[config.mk]
export PLATFORM = sky130hd
export DESIGN_NAME = lio_regs
export DESIGN_NICKNAME = d
export VERILOG_FILES = /design/src/lio_pkg.sv /design/src/lio_sync.sv /design/src/lio_flag_reg.sv /design/src/lio_regs.sv
export VERILOG_INCLUDE_DIRS = /design/src
export SDC_FILE = /design/constraint.sdc
export NUM_CORES = 1
export LEC_CHECK = 0
export BUFFER_PORTS_ARGS = -buffer_cell sky130_fd_sc_hd__clkbuf_2
export CAP_MARGIN = 0
export CORE_ASPECT_RATIO = 0.8
export CORE_UTILIZATION = 35
export CTS_CLUSTER_SIZE = 12
export DETAILED_ROUTE_END_ITERATION = 8
export GPL_TIMING_DRIVEN = 0
export HOLD_SLACK_MARGIN = 0.03
export PLACE_DENSITY = 0.62
export SETUP_SLACK_MARGIN = 0.1
export SLEW_MARGIN = 0
export SYNTH_ARGS = -nofsm -noshare
export SYNTH_HDL_FRONTEND = slang
export SYNTH_HIERARCHICAL = 1
export SYNTH_SLANG_ARGS = --single-unit
[constraint.sdc]
create_clock -name mclk -period 1.75 [get_ports mclk]
set_clock_uncertainty 0.15 [all_clocks]
set_input_delay 0 -clock mclk [delete_from_list [all_inputs] [get_ports mclk]]
set_output_delay 0 -clock mclk [all_outputs]
set_load 0.005 [all_outputs]
[src/lio_consts.svh]
// Address windows, offsets, implemented-bit masks and reset value of the low I/O register space
`ifndef LIO_CONSTS_SVH
`define LIO_CONSTS_SVH

// ----------------------------------------------------------------------
// Address windows
// ----------------------------------------------------------------------
`define LIO_IO_LAST 8'h3f
`define LIO_BIT_LAST 8'h1f
`define LIO_DATA_OFFSET 8'h20
`define LIO_EXT_FIRST 8'h60

// ----------------------------------------------------------------------
// Register offsets in I/O space
// ----------------------------------------------------------------------
`define LIO_PORT_B_PIN_INPUT 5'h03
`define LIO_PORT_B_DIRECTION 5'h04
`define LIO_PORT_B_OUTPUT_LATCH 5'h05
`define LIO_PORT_C_PIN_INPUT 5'h06
`define LIO_PORT_C_DIRECTION 5'h07
`define LIO_PORT_C_OUTPUT_LATCH 5'h08
`define LIO_PORT_D_PIN_INPUT 5'h09
`define LIO_PORT_D_DIRECTION 5'h0a
`define LIO_PORT_D_OUTPUT_LATCH 5'h0b
`define LIO_TIMER0_FLAGS 5'h15
`define LIO_TIMER1_FLAGS 5'h16
`define LIO_TIMER2_FLAGS 5'h17
`define LIO_PIN_CHANGE_FLAGS 5'h1b
`define LIO_EXTERNAL_IRQ_FLAGS 5'h1c
`define LIO_EXTERNAL_IRQ_MASK 5'h1d

// ----------------------------------------------------------------------
// Implemented-bit masks and reset value
// ----------------------------------------------------------------------
`define LIO_MASK_FULL 8'hff
`define LIO_MASK_PORT_C 8'h7f
`define LIO_MASK_TIMER0 8'h07
`define LIO_MASK_TIMER1 8'h27
`define LIO_MASK_TIMER2 8'h07
`define LIO_MASK_PIN_CHANGE 8'h07
`define LIO_MASK_EXT_IRQ 8'h03
`define LIO_RESET_VALUE 8'h00

`endif

[src/lio_pkg.sv]
// Types shared by the low I/O register space design
package lio_pkg;

   // -------------------------------------------------------------------
   // Access kinds issued by the core
   // -------------------------------------------------------------------
   typedef enum logic [2:0] {
      LIO_OP_NONE = 3'h0,
      LIO_OP_IO_READ = 3'h1,
      LIO_OP_IO_WRITE = 3'h2,
      LIO_OP_DATA_READ = 3'h3,
      LIO_OP_DATA_WRITE = 3'h4,
      LIO_OP_BIT_SET = 3'h5,
      LIO_OP_BIT_CLEAR = 3'h6,
      LIO_OP_BIT_TEST = 3'h7
   } lio_op_t;

   // -------------------------------------------------------------------
   // One core request
   // -------------------------------------------------------------------
   typedef struct packed {
      lio_op_t op;
      logic [7:0] addr;
      logic [7:0] wdata;
      logic [2:0] bit_sel;
   } lio_req_t;

   // -------------------------------------------------------------------
   // Answer to the core
   // -------------------------------------------------------------------
   typedef struct packed {
      logic valid;
      logic [7:0] rdata;
      logic bit_value;
      logic ext_sel;
   } lio_rsp_t;

   // -------------------------------------------------------------------
   // Peripheral flag set events, one bit per flag position
   // -------------------------------------------------------------------
   typedef struct packed {
      logic [7:0] timer0;
      logic [7:0] timer1;
      logic [7:0] timer2;
      logic [7:0] pin_change;
      logic [7:0] ext_irq;
   } lio_flag_set_t;

endpackage : lio_pkg

[src/lio_sync.sv]
// Two-stage synchroniser for a bus of asynchronous pin levels
`timescale 1ns/10ps
module lio_sync #(
   parameter int WIDTH = 8
) (
   // Clock, reset and enable
   input wire logic mclk,
   input wire logic rst_b,
   input wire logic clk_en,
   // Levels
   input wire logic [WIDTH-1:0] async_in,
   output logic [WIDTH-1:0] sync_out
);
   logic [WIDTH-1:0] stage1;
   logic [WIDTH-1:0] next_stage1;
   logic [WIDTH-1:0] next_sync_out;

   // Hold state while the enable is low
   always_comb begin
      next_stage1 = stage1;
      next_sync_out = sync_out;
      if (clk_en) begin
         next_stage1 = async_in;
         next_sync_out = stage1;
      end
   end

   // Two flip-flops, first read only by the second
   always_ff @(posedge mclk or negedge rst_b) begin
      if (!rst_b) begin
         stage1 <= '0;
         sync_out <= '0;
      end else begin
         stage1 <= next_stage1;
         sync_out <= next_sync_out;
      end
   end
endmodule : lio_sync

[src/lio_flag_reg.sv]
// One byte of sticky flags: hardware set, write-one-to-clear
`timescale 1ns/10ps
`include "lio_consts.svh"
module lio_flag_reg #(
   parameter logic [7:0] IMPL_MASK = 8'hff
) (
   // Clock, reset and enable
   input wire logic mclk,
   input wire logic rst_b,
   input wire logic clk_en,
   // Events and clear
   input wire logic [7:0] set_evt,
   input wire logic [7:0] clear_bits,
   // State
   output logic [7:0] flags
);
   logic [7:0] next_flags;

   // Set wins over a clear in the same cycle; zeros leave flags alone
   always_comb begin
      next_flags = flags;
      if (clk_en) begin
         next_flags = ((flags & ~clear_bits) | set_evt) & IMPL_MASK;
      end
   end

   // Register the flags
   always_ff @(posedge mclk or negedge rst_b) begin
      if (!rst_b) begin
         flags <= `LIO_RESET_VALUE;
      end else begin
         flags <= next_flags;
      end
   end
endmodule : lio_flag_reg

[src/lio_regs.sv]
// Low I/O register space: decode, ports, flags and bit operations
`timescale 1ns/10ps
`include "lio_consts.svh"

module lio_regs (
   // Clock, reset and enable
   input wire logic mclk,
   input wire logic rst_b,
   input wire logic clk_en,
   // Core request and answer
   input wire lio_pkg::lio_req_t req,
   output lio_pkg::lio_rsp_t rsp,
   // Peripheral flag events
   input wire lio_pkg::lio_flag_set_t flag_set,
   // Port pins, split into input, output and enable
   input wire logic [7:0] port_b_pin,
   input wire logic [7:0] port_c_pin,
   input wire logic [7:0] port_d_pin,
   output logic [7:0] port_b_out,
   output logic [7:0] port_b_oe,
   output logic [7:0] port_c_out,
   output logic [7:0] port_c_oe,
   output logic [7:0] port_d_out,
   output logic [7:0] port_d_oe,
   // Register state seen by peripherals
   output logic [7:0] external_irq_mask_out,
   output logic [7:0] timer0_flags_out,
   output logic [7:0] timer1_flags_out,
   output logic [7:0] timer2_flags_out,
   output logic [7:0] pin_change_flags_out,
   output logic [7:0] external_irq_flags_out
);
   import lio_pkg::*;

   // ----------------------------------------------------------------------
   // Helper functions
   // ----------------------------------------------------------------------

   // One-hot byte for a bit position
   function automatic logic [7:0] bit_mask(input logic [2:0] pos);
      bit_mask = 8'h01 << pos;
   endfunction : bit_mask

   // Update of a read-write register: full write or single-bit change
   function automatic logic [7:0] rw_update(input logic [7:0] cur, input logic [7:0] wd,
                                            input logic [7:0] bm, input logic full_wr,
                                            input logic set_op, input logic clr_op,
                                            input logic [7:0] impl);
      logic [7:0] v;
      v = cur;
      if (full_wr) begin
         v = wd;
      end else if (set_op) begin
         v = cur | bm;
      end else if (clr_op) begin
         v = cur & ~bm;
      end
      rw_update = v & impl;
   endfunction : rw_update

   // ----------------------------------------------------------------------
   // Pin synchronisers
   // ----------------------------------------------------------------------
   logic [7:0] pin_b_sync;
   logic [7:0] pin_c_sync;
   logic [7:0] pin_d_sync;

   lio_sync #(.WIDTH(8)) u_sync_b (
      .mclk(mclk), .rst_b(rst_b), .clk_en(clk_en),
      .async_in(port_b_pin), .sync_out(pin_b_sync)
   );
   lio_sync #(.WIDTH(8)) u_sync_c (
      .mclk(mclk), .rst_b(rst_b), .clk_en(clk_en),
      .async_in(port_c_pin), .sync_out(pin_c_sync)
   );
   lio_sync #(.WIDTH(8)) u_sync_d (
      .mclk(mclk), .rst_b(rst_b), .clk_en(clk_en),
      .async_in(port_d_pin), .sync_out(pin_d_sync)
   );

   // ----------------------------------------------------------------------
   // Address decode
   // ----------------------------------------------------------------------
   logic is_io_op;
   logic is_data_op;
   logic is_bit_op;
   logic io_hit;
   logic [7:0] data_io;
   logic data_hit;
   logic ext_hit;
   logic bit_hit;
   logic low_hit;
   logic [4:0] low_addr;
   logic full_wr;
   logic set_op;
   logic clr_op;
   logic [7:0] bm;
   logic [7:0] wr_value;

   // Classify the access and map both spaces onto one I/O offset
   always_comb begin
      is_io_op = (req.op == LIO_OP_IO_READ) || (req.op == LIO_OP_IO_WRITE);
      is_data_op = (req.op == LIO_OP_DATA_READ) || (req.op == LIO_OP_DATA_WRITE);
      is_bit_op = (req.op == LIO_OP_BIT_SET) || (req.op == LIO_OP_BIT_CLEAR)
                  || (req.op == LIO_OP_BIT_TEST);
      io_hit = is_io_op && (req.addr <= `LIO_IO_LAST);
      data_io = req.addr - `LIO_DATA_OFFSET;
      data_hit = is_data_op && (req.addr >= `LIO_DATA_OFFSET)
                 && (data_io <= `LIO_IO_LAST);
      ext_hit = is_data_op && (req.addr >= `LIO_EXT_FIRST);
      bit_hit = is_bit_op && (req.addr <= `LIO_BIT_LAST);
      low_hit = bit_hit || ((io_hit || data_hit)
                && ((io_hit ? req.addr : data_io) <= `LIO_BIT_LAST));
      low_addr = io_hit ? req.addr[4:0] : (data_hit ? data_io[4:0] : req.addr[4:0]);
      full_wr = (req.op == LIO_OP_IO_WRITE && io_hit)
                || (req.op == LIO_OP_DATA_WRITE && data_hit);
      set_op = (req.op == LIO_OP_BIT_SET) && bit_hit;
      clr_op = (req.op == LIO_OP_BIT_CLEAR) && bit_hit;
      bm = bit_mask(req.bit_sel);
      wr_value = req.wdata;
   end

   // ----------------------------------------------------------------------
   // Port registers
   // ----------------------------------------------------------------------
   logic [7:0] port_b_direction;
   logic [7:0] port_b_output_latch;
   logic [7:0] port_c_direction;
   logic [7:0] port_c_output_latch;
   logic [7:0] port_d_direction;
   logic [7:0] port_d_output_latch;
   logic [7:0] next_port_b_direction;
   logic [7:0] next_port_b_output_latch;
   logic [7:0] next_port_c_direction;
   logic [7:0] next_port_c_output_latch;
   logic [7:0] next_port_d_direction;
   logic [7:0] next_port_d_output_latch;
   logic [7:0] external_irq_mask;
   logic [7:0] next_external_irq_mask;

   // Full writes or single-bit changes, only on the addressed register
   always_comb begin
      next_port_b_direction = port_b_direction;
      next_port_b_output_latch = port_b_output_latch;
      next_port_c_direction = port_c_direction;
      next_port_c_output_latch = port_c_output_latch;
      next_port_d_direction = port_d_direction;
      next_port_d_output_latch = port_d_output_latch;
      next_external_irq_mask = external_irq_mask;
      if (clk_en && low_hit) begin
         unique case (low_addr)
            `LIO_PORT_B_DIRECTION: begin
               next_port_b_direction = rw_update(port_b_direction, wr_value, bm,
                  full_wr, set_op, clr_op, `LIO_MASK_FULL);
            end
            `LIO_PORT_B_OUTPUT_LATCH: begin
               next_port_b_output_latch = rw_update(port_b_output_latch, wr_value, bm,
                  full_wr, set_op, clr_op, `LIO_MASK_FULL);
            end
            `LIO_PORT_C_DIRECTION: begin
               next_port_c_direction = rw_update(port_c_direction, wr_value, bm,
                  full_wr, set_op, clr_op, `LIO_MASK_PORT_C);
            end
            `LIO_PORT_C_OUTPUT_LATCH: begin
               next_port_c_output_latch = rw_update(port_c_output_latch, wr_value, bm,
                  full_wr, set_op, clr_op, `LIO_MASK_PORT_C);
            end
            `LIO_PORT_D_DIRECTION: begin
               next_port_d_direction = rw_update(port_d_direction, wr_value, bm,
                  full_wr, set_op, clr_op, `LIO_MASK_FULL);
            end
            `LIO_PORT_D_OUTPUT_LATCH: begin
               next_port_d_output_latch = rw_update(port_d_output_latch, wr_value, bm,
                  full_wr, set_op, clr_op, `LIO_MASK_FULL);
            end
            `LIO_EXTERNAL_IRQ_MASK: begin
               next_external_irq_mask = rw_update(external_irq_mask, wr_value, bm,
                  full_wr, set_op, clr_op, `LIO_MASK_EXT_IRQ);
            end
            default: begin
               // Reserved and read-only locations ignore writes
               next_external_irq_mask = external_irq_mask;
            end
         endcase
      end
   end

   // Register the port and mask state
   always_ff @(posedge mclk or negedge rst_b) begin
      if (!rst_b) begin
         port_b_direction <= `LIO_RESET_VALUE;
         port_b_output_latch <= `LIO_RESET_VALUE;
         port_c_direction <= `LIO_RESET_VALUE;
         port_c_output_latch <= `LIO_RESET_VALUE;
         port_d_direction <= `LIO_RESET_VALUE;
         port_d_output_latch <= `LIO_RESET_VALUE;
         external_irq_mask <= `LIO_RESET_VALUE;
      end else begin
         port_b_direction <= next_port_b_direction;
         port_b_output_latch <= next_port_b_output_latch;
         port_c_direction <= next_port_c_direction;
         port_c_output_latch <= next_port_c_output_latch;
         port_d_direction <= next_port_d_direction;
         port_d_output_latch <= next_port_d_output_latch;
         external_irq_mask <= next_external_irq_mask;
      end
   end

   // Pin drivers straight from the registers
   assign port_b_out = port_b_output_latch;
   assign port_b_oe = port_b_direction;
   assign port_c_out = port_c_output_latch;
   assign port_c_oe = port_c_direction;
   assign port_d_out = port_d_output_latch;
   assign port_d_oe = port_d_direction;
   assign external_irq_mask_out = external_irq_mask;

   // ----------------------------------------------------------------------
   // Flag registers
   // ----------------------------------------------------------------------
   logic [7:0] clr_t0;
   logic [7:0] clr_t1;
   logic [7:0] clr_t2;
   logic [7:0] clr_pc;
   logic [7:0] clr_ei;
   logic [7:0] flag_clear;

   // Clear bits: a full write clears its ones, a bit set clears only its bit
   always_comb begin
      flag_clear = 8'h00;
      if (full_wr) begin
         flag_clear = wr_value;
      end else if (set_op) begin
         flag_clear = bm;
      end
      clr_t0 = (low_hit && low_addr == `LIO_TIMER0_FLAGS) ? flag_clear : 8'h00;
      clr_t1 = (low_hit && low_addr == `LIO_TIMER1_FLAGS) ? flag_clear : 8'h00;
      clr_t2 = (low_hit && low_addr == `LIO_TIMER2_FLAGS) ? flag_clear : 8'h00;
      clr_pc = (low_hit && low_addr == `LIO_PIN_CHANGE_FLAGS) ? flag_clear : 8'h00;
      clr_ei = (low_hit && low_addr == `LIO_EXTERNAL_IRQ_FLAGS) ? flag_clear : 8'h00;
   end

   lio_flag_reg #(.IMPL_MASK(`LIO_MASK_TIMER0)) u_flag_t0 (
      .mclk(mclk), .rst_b(rst_b), .clk_en(clk_en),
      .set_evt(flag_set.timer0), .clear_bits(clr_t0), .flags(timer0_flags_out)
   );
   lio_flag_reg #(.IMPL_MASK(`LIO_MASK_TIMER1)) u_flag_t1 (
      .mclk(mclk), .rst_b(rst_b), .clk_en(clk_en),
      .set_evt(flag_set.timer1), .clear_bits(clr_t1), .flags(timer1_flags_out)
   );
   lio_flag_reg #(.IMPL_MASK(`LIO_MASK_TIMER2)) u_flag_t2 (
      .mclk(mclk), .rst_b(rst_b), .clk_en(clk_en),
      .set_evt(flag_set.timer2), .clear_bits(clr_t2), .flags(timer2_flags_out)
   );
   lio_flag_reg #(.IMPL_MASK(`LIO_MASK_PIN_CHANGE)) u_flag_pc (
      .mclk(mclk), .rst_b(rst_b), .clk_en(clk_en),
      .set_evt(flag_set.pin_change), .clear_bits(clr_pc), .flags(pin_change_flags_out)
   );
   lio_flag_reg #(.IMPL_MASK(`LIO_MASK_EXT_IRQ)) u_flag_ei (
      .mclk(mclk), .rst_b(rst_b), .clk_en(clk_en),
      .set_evt(flag_set.ext_irq), .clear_bits(clr_ei), .flags(external_irq_flags_out)
   );

   // ----------------------------------------------------------------------
   // Read mux and answer register
   // ----------------------------------------------------------------------
   logic [7:0] rd_byte;
   lio_rsp_t next_rsp;

   // Select the addressed byte; reserved locations read zero
   always_comb begin
      rd_byte = 8'h00;
      if (low_hit) begin
         unique case (low_addr)
            `LIO_PORT_B_PIN_INPUT: rd_byte = pin_b_sync;
            `LIO_PORT_B_DIRECTION: rd_byte = port_b_direction;
            `LIO_PORT_B_OUTPUT_LATCH: rd_byte = port_b_output_latch;
            `LIO_PORT_C_PIN_INPUT: rd_byte = pin_c_sync & `LIO_MASK_PORT_C;
            `LIO_PORT_C_DIRECTION: rd_byte = port_c_direction;
            `LIO_PORT_C_OUTPUT_LATCH: rd_byte = port_c_output_latch;
            `LIO_PORT_D_PIN_INPUT: rd_byte = pin_d_sync;
            `LIO_PORT_D_DIRECTION: rd_byte = port_d_direction;
            `LIO_PORT_D_OUTPUT_LATCH: rd_byte = port_d_output_latch;
            `LIO_TIMER0_FLAGS: rd_byte = timer0_flags_out;
            `LIO_TIMER1_FLAGS: rd_byte = timer1_flags_out;
            `LIO_TIMER2_FLAGS: rd_byte = timer2_flags_out;
            `LIO_PIN_CHANGE_FLAGS: rd_byte = pin_change_flags_out;
            `LIO_EXTERNAL_IRQ_FLAGS: rd_byte = external_irq_flags_out;
            `LIO_EXTERNAL_IRQ_MASK: rd_byte = external_irq_mask;
            default: rd_byte = 8'h00;
         endcase
      end
      next_rsp = rsp;
      if (clk_en) begin
         next_rsp.valid = (req.op != LIO_OP_NONE);
         next_rsp.rdata = rd_byte;
         next_rsp.bit_value = (req.op == LIO_OP_BIT_TEST) && bit_hit
                              && rd_byte[req.bit_sel];
         next_rsp.ext_sel = ext_hit;
      end
   end

   // Register the answer one cycle after the request
   always_ff @(posedge mclk or negedge rst_b) begin
      if (!rst_b) begin
         rsp <= '0;
      end else begin
         rsp <= next_rsp;
      end
   end
endmodule : lio_regs

# Yosys cells after proc, flatten, opt, wreduce, memory -nomap -nowiden
# Index checks and enable logic that the tools add are counted.
# totals
mem_bits_rw	0
in_bits	89
out_inout_bits	107
ff_bits	120
mem_bits_ro	0
word_cells	152
n_memories	0
latch_bits	0
# op_classes
multipliers	0
shifts	1
add_sub_neg	1
bitwise_logic	30
n_eq_ne	22
n_div	0
muxes	35
order_cmp	7
reduce_logical	34
# op_table
cell	n
$pmux W8 S15	1
$mux W8	14
$mux W7	6
$and A8 B8 Y8	4
$or A8 B8 Y8	4
$eq A5 B5 Y1 const B	6
$reduce_and A3 Y1	7
$eq A5 B3 Y1 const B	4
$eq A5 B4 Y1 const B	4
$logic_and A1 B1 Y1	18
$mux W6	3
$le A8 B5 Y1 const B	2
$le A8 B6 Y1 const B	2
$and A7 B7 Y7	2
$or A7 B7 Y7	2
$eq A3 B3 Y1 const B	4
$mux W5	2
$and A3 B3 Y3	3
$mux W3	3
$not A3 Y3	3
$or A3 B3 Y3	3
$ge A8 B6 Y1 const B	1
$ge A8 B7 Y1 const B	1
$mux W2	4
17 further kinds	27

# Longest topological paths before layout
# depth
word_depth	12
ltp_mapped	14
mapped_depth_nobuf	10

# Modules after synthesis
# The synthesis kept the hierarchy.
# by_module_without_submodules
module	area_per_inst_um2	seq_area_each_um2	instances	cells_per_inst
lio_regs	4420.5	1476.4	1	516
lio_sync	649.4	400.4	3	34
lio_flag_reg (u_flag_pc ...)	153.9	75.1	3	15
lio_flag_reg (u_flag_t1)	195.2	100.1	1	18
lio_flag_reg (u_flag_ei)	123.9	50.0	1	13

# Worst setup path after synthesis
# No wires, ideal clock.
# synth_timing
path_type	input to register
from	input port req[16] (netlist bit)
to	register u_flag_t1.flags[5]
setup_ns	0.121
cell_stages	14
arrival_time_ns	2.351
slack_ns	-0.872
n_path_buf	4
required_ns	1.479
cell_sequence	clkbuf_1 > inv_1 > ha_1 > xnor2_1 > o211ai_2 > nor4b_2 > o21ba_2 > buf_4 > buf_6 > a22oi_1 > buf_2 > nor2_1 > nand2_1 > a22o_1
# synth_between
elab_chain_cells	11
word_cells_on_any_way	28
cone_classes	add/sub (1); order compare (5); eq/ne (1); mux (6); bitwise (3); reduce/logical (12)
# synth_rtl
item	line_no	rtl
from (decl)	lio_regs.sv:11	input wire lio_pkg::lio_req_t req,
$sub A8 B6 Y8 (no source line) (tied with other cells)	n/a	
$le A8 B6 Y1 (no source line) (tied with other cells)	n/a	
$logic_and A1 B1 Y1 / $mux W8 (equally long branches)	lio_regs.sv:108, lio_regs.sv:113	
$mux W5 (tied with other cells)	lio_regs.sv:114	low_addr = io_hit ? req.addr[4:0] : (data_hit ? data_io[4:0] : req.addr[4:0]);
$mux W5 / $logic_and A1 B1 Y1 (equally long branches)	lio_regs.sv:114, lio_regs.sv:112	
$eq A5 B5 Y1 / $logic_or A1 B1 Y1 (equally long branches)	n/a	
$logic_and A1 B1 Y1 (no source line)	n/a	
$mux W6 *	lio_regs.sv:237	clr_t1 = (low_hit && low_addr == `LIO_TIMER1_FLAGS) ? flag_clear : 8'h00;
named net clr_t1[5]	lio_regs.sv:222	logic [7:0] clr_t1;
$not A6 Y6 *	lio_flag_reg.sv:23	next_flags = ((flags & ~clear_bits) | set_evt) & IMPL_MASK;
$and A6 B6 Y6 *	lio_flag_reg.sv:23	
$or A6 B6 Y6 *	lio_flag_reg.sv:23	
to (signal assigned)	lio_flag_reg.sv:30	flags <= `LIO_RESET_VALUE;
to (signal assigned)	lio_flag_reg.sv:32	flags <= next_flags;
to (decl)	lio_flag_reg.sv:15	output logic [7:0] flags
# Mark *: on every way through the listed nets, which the timed path passes. The rest lies on a longest branch.
# A chain may end at the register's enable or synchronous reset.

==> metrics.txt <==
placeable core region=19300 sq um; headroom to the max-slew limit=0.458; top cell family by delay on the critical path=compound AO/OA/AOI/OAI gates; detailed-routing iteration count for the pre-antenna-repair pass=5; violations in the final reports=negative setup slack; Die Footprint=just over 20000 sq um; required time reported for the critical path endpoint=1.91 ns; number of placed instances, taps included=~1100; maximum vdd drop=0.541 mV; share of the clock period used by the worst path after layout=1.14; total setup violations reported at the end of the flow=66; effective utilization at floorplan=0.363; H-tree depth=4; share of layout cells above drive strength 1=0.538; worst hold-check path type=primary input to flip-flop; synthesized area=6980 sq um; fin worst setup slack=-0.248 ns; Arr. time, crit path=2.16 ns; WL/cell=around 23 microns; die span in y=128 microns; result of the run=finished, violations left; cells along the critical path=mux2i_4, o22ai_2, a2111oi_4, a41oi_2, buf_4, mux2_4; CP max FO=2; cell area power density=710 nW/um^2; leakage component of the power=5.30 nW; total congestion overflow after global routing=0; quantity of I/O buffers inserted on ports=131; crit path time final=2.00 ns; unrepaired setup endpoints after global routing=true; kind of start point of the critical path=flip-flop; CTS tree=done; diodes inserted=0; remaining routing DRC violations=0; width of the die=160 microns; P&R area growth vs syn=62.8%; area of combinational cells with multiple inputs=4410 sq um; clock tree buffer depth=2; path type of the worst setup path=flip-flop to flip-flop; fill cell total of the finished layout=around 1600; clock insertion delay at the later pin of the skew report=0.43 ns; yosys warns=6; initial antenna violation count=0; pin count of the biggest net entering global routing=62; critical-path cell with the highest stage delay=sky130_fd_sc_hd__dfrtp_1; placed wire-length estimate=18900 microns; final standard cell count with taps included and fillers excluded=1259; post-place setup slack=-1.26 ns; clock root buffer=sky130_fd_sc_hd__clkbuf_16; Slowest Stage Delay on Critical Path=0.43 ns; Max Cap Violations=0; total routing usage reported by global routing=0.269; worst-case hold slack=0.116 ns; final weighted congestion in routability-driven placement=0.948; Avg Cell Area, Syn=10.5 sq um; ratio of routed vias to standard cells=5.59; Buf/Inv on CP=1; Peak Freq=500 MHz; First DRT Iteration DRCs=714; total area of sequential cells=3010 sq um; CTS Buf Count=17; Detailed Route WL=just under 30000 microns; Tightest Pin Transition=0.813 ns; max-slew violation total from the final report=0; via count=roughly 7000; number of sinks handled by clock tree synthesis=120; Design Power=0.00808 W; wire length of the first global-routing pass=40800 microns; number of global-route vias before repair=6635; clock-pin slew on the worst setup and hold paths=~0.06 ns; ANT nets after route=0; Final Hold Viols=0; Row Count=45; synthesized netlist cell count=665; endpoint class of the critical path=flip-flop; number of ports placed on the die boundary=196; net count of the finished layout=roughly 1100
==> per-stage QoR <==
stage | cell area, sq um | TNS [ns] | utilization
final | 11400 | -9.05 | 0.590
after floorplan | 7230 | -20.74 | -
after CTS | 10600 | -3.65 | 0.552
after global placement | 8210 | -230.01 | 0.426
after detailed placement | 8250 | -59.61 | 0.428
after global routing | 11400 | -12.45 | 0.590
==> power breakdown <==
part / switching (W) / internal (W)
clock network: 0.00129 / 0.00240
logic: 0.000656 / 0.000684
registers: 0.000117 / 0.00292
total: 0.00207 / 0.00601
==> layout by cell type, fill, tap and decap left out, types with 12 or more instances in the layout <==
master and n:
sky130_fd_sc_hd__clkbuf_2 132, sky130_fd_sc_hd__dfrtp_1 117, sky130_fd_sc_hd__buf_4 80, sky130_fd_sc_hd__dlygate4sd3_1 57, sky130_fd_sc_hd__buf_6 52, sky130_fd_sc_hd__mux2_4 37, sky130_fd_sc_hd__a31oi_1 34, sky130_fd_sc_hd__conb_1 33
sky130_fd_sc_hd__a21oi_2 28, sky130_fd_sc_hd__nand2_1 25, sky130_fd_sc_hd__mux2_2 22, sky130_fd_sc_hd__a22o_1 21, sky130_fd_sc_hd__clkbuf_16 19, sky130_fd_sc_hd__nor2_4 18, sky130_fd_sc_hd__mux2i_1 18, sky130_fd_sc_hd__nor2_1 16
sky130_fd_sc_hd__a21oi_1 13, sky130_fd_sc_hd__nand3_1 13, sky130_fd_sc_hd__inv_1 12
==> worst min-delay path, delay by kind of cell <==
kind | cells | cell delay [ns]
AO/OA/AOI/OAI | 1 | 0.18
AND/OR/NAND/NOR | 4 | 0.35
buffers and inverters | 1 | 0.11
==> metal layers <==
metal | global-route usage | routed length, microns | share of wire | vias up
met5 | 0 | 0 | 0 | -
met2 | 0.390 | 12700 | 0.44 | 437
met4 | 0.0790 | 714 | 0.025 | 0
met3 | 0.0787 | 3030 | 0.10 | 56
met1 | 0.387 | 12600 | 0.43 | 3483
li1 | - | - | - | 3062
==> worst paths after layout <==
path	startpoint	end	slack [ns]	cells past startpoint
setup / recovery	flip-flop	rsp[8]	-0.25	6
hold / removal	req[19]	rsp[1]	0.12	6
setup reg to reg	flip-flop	rsp[8]	-0.25	6
hold reg to reg	u_sync_d/stage1[7]	u_sync_d/stage1[7]	0.35	1
max in group asynchronous	rst_b	asynchronous set/reset pin	0.24	4
min in group asynchronous	rst_b	u_flag_t2/flags[2]	0.50	3
==> repair_timing <==
item / in CTS / in global routing
pin swaps: 58 / 70
endpoints found under the hold margin: 193 / 0
cloned: 6 / 7
resized for setup: 154 / 116
setup endpoints to repair: 72 / 73
hold buffers: 57 / 0
buffers inserted: 58 / 22
==> layout make-up <==
class                   count  area share
inverters                  14     0.00506
flip-flops and latches    120       0.265
multi-input cells         476       0.388
well taps                 258      0.0284
clock inverters             9      0.0131
clock buffers              22      0.0400
repair buffers            278       0.195
plain buffers              82      0.0657
Power figures use the tool's default switching activity.
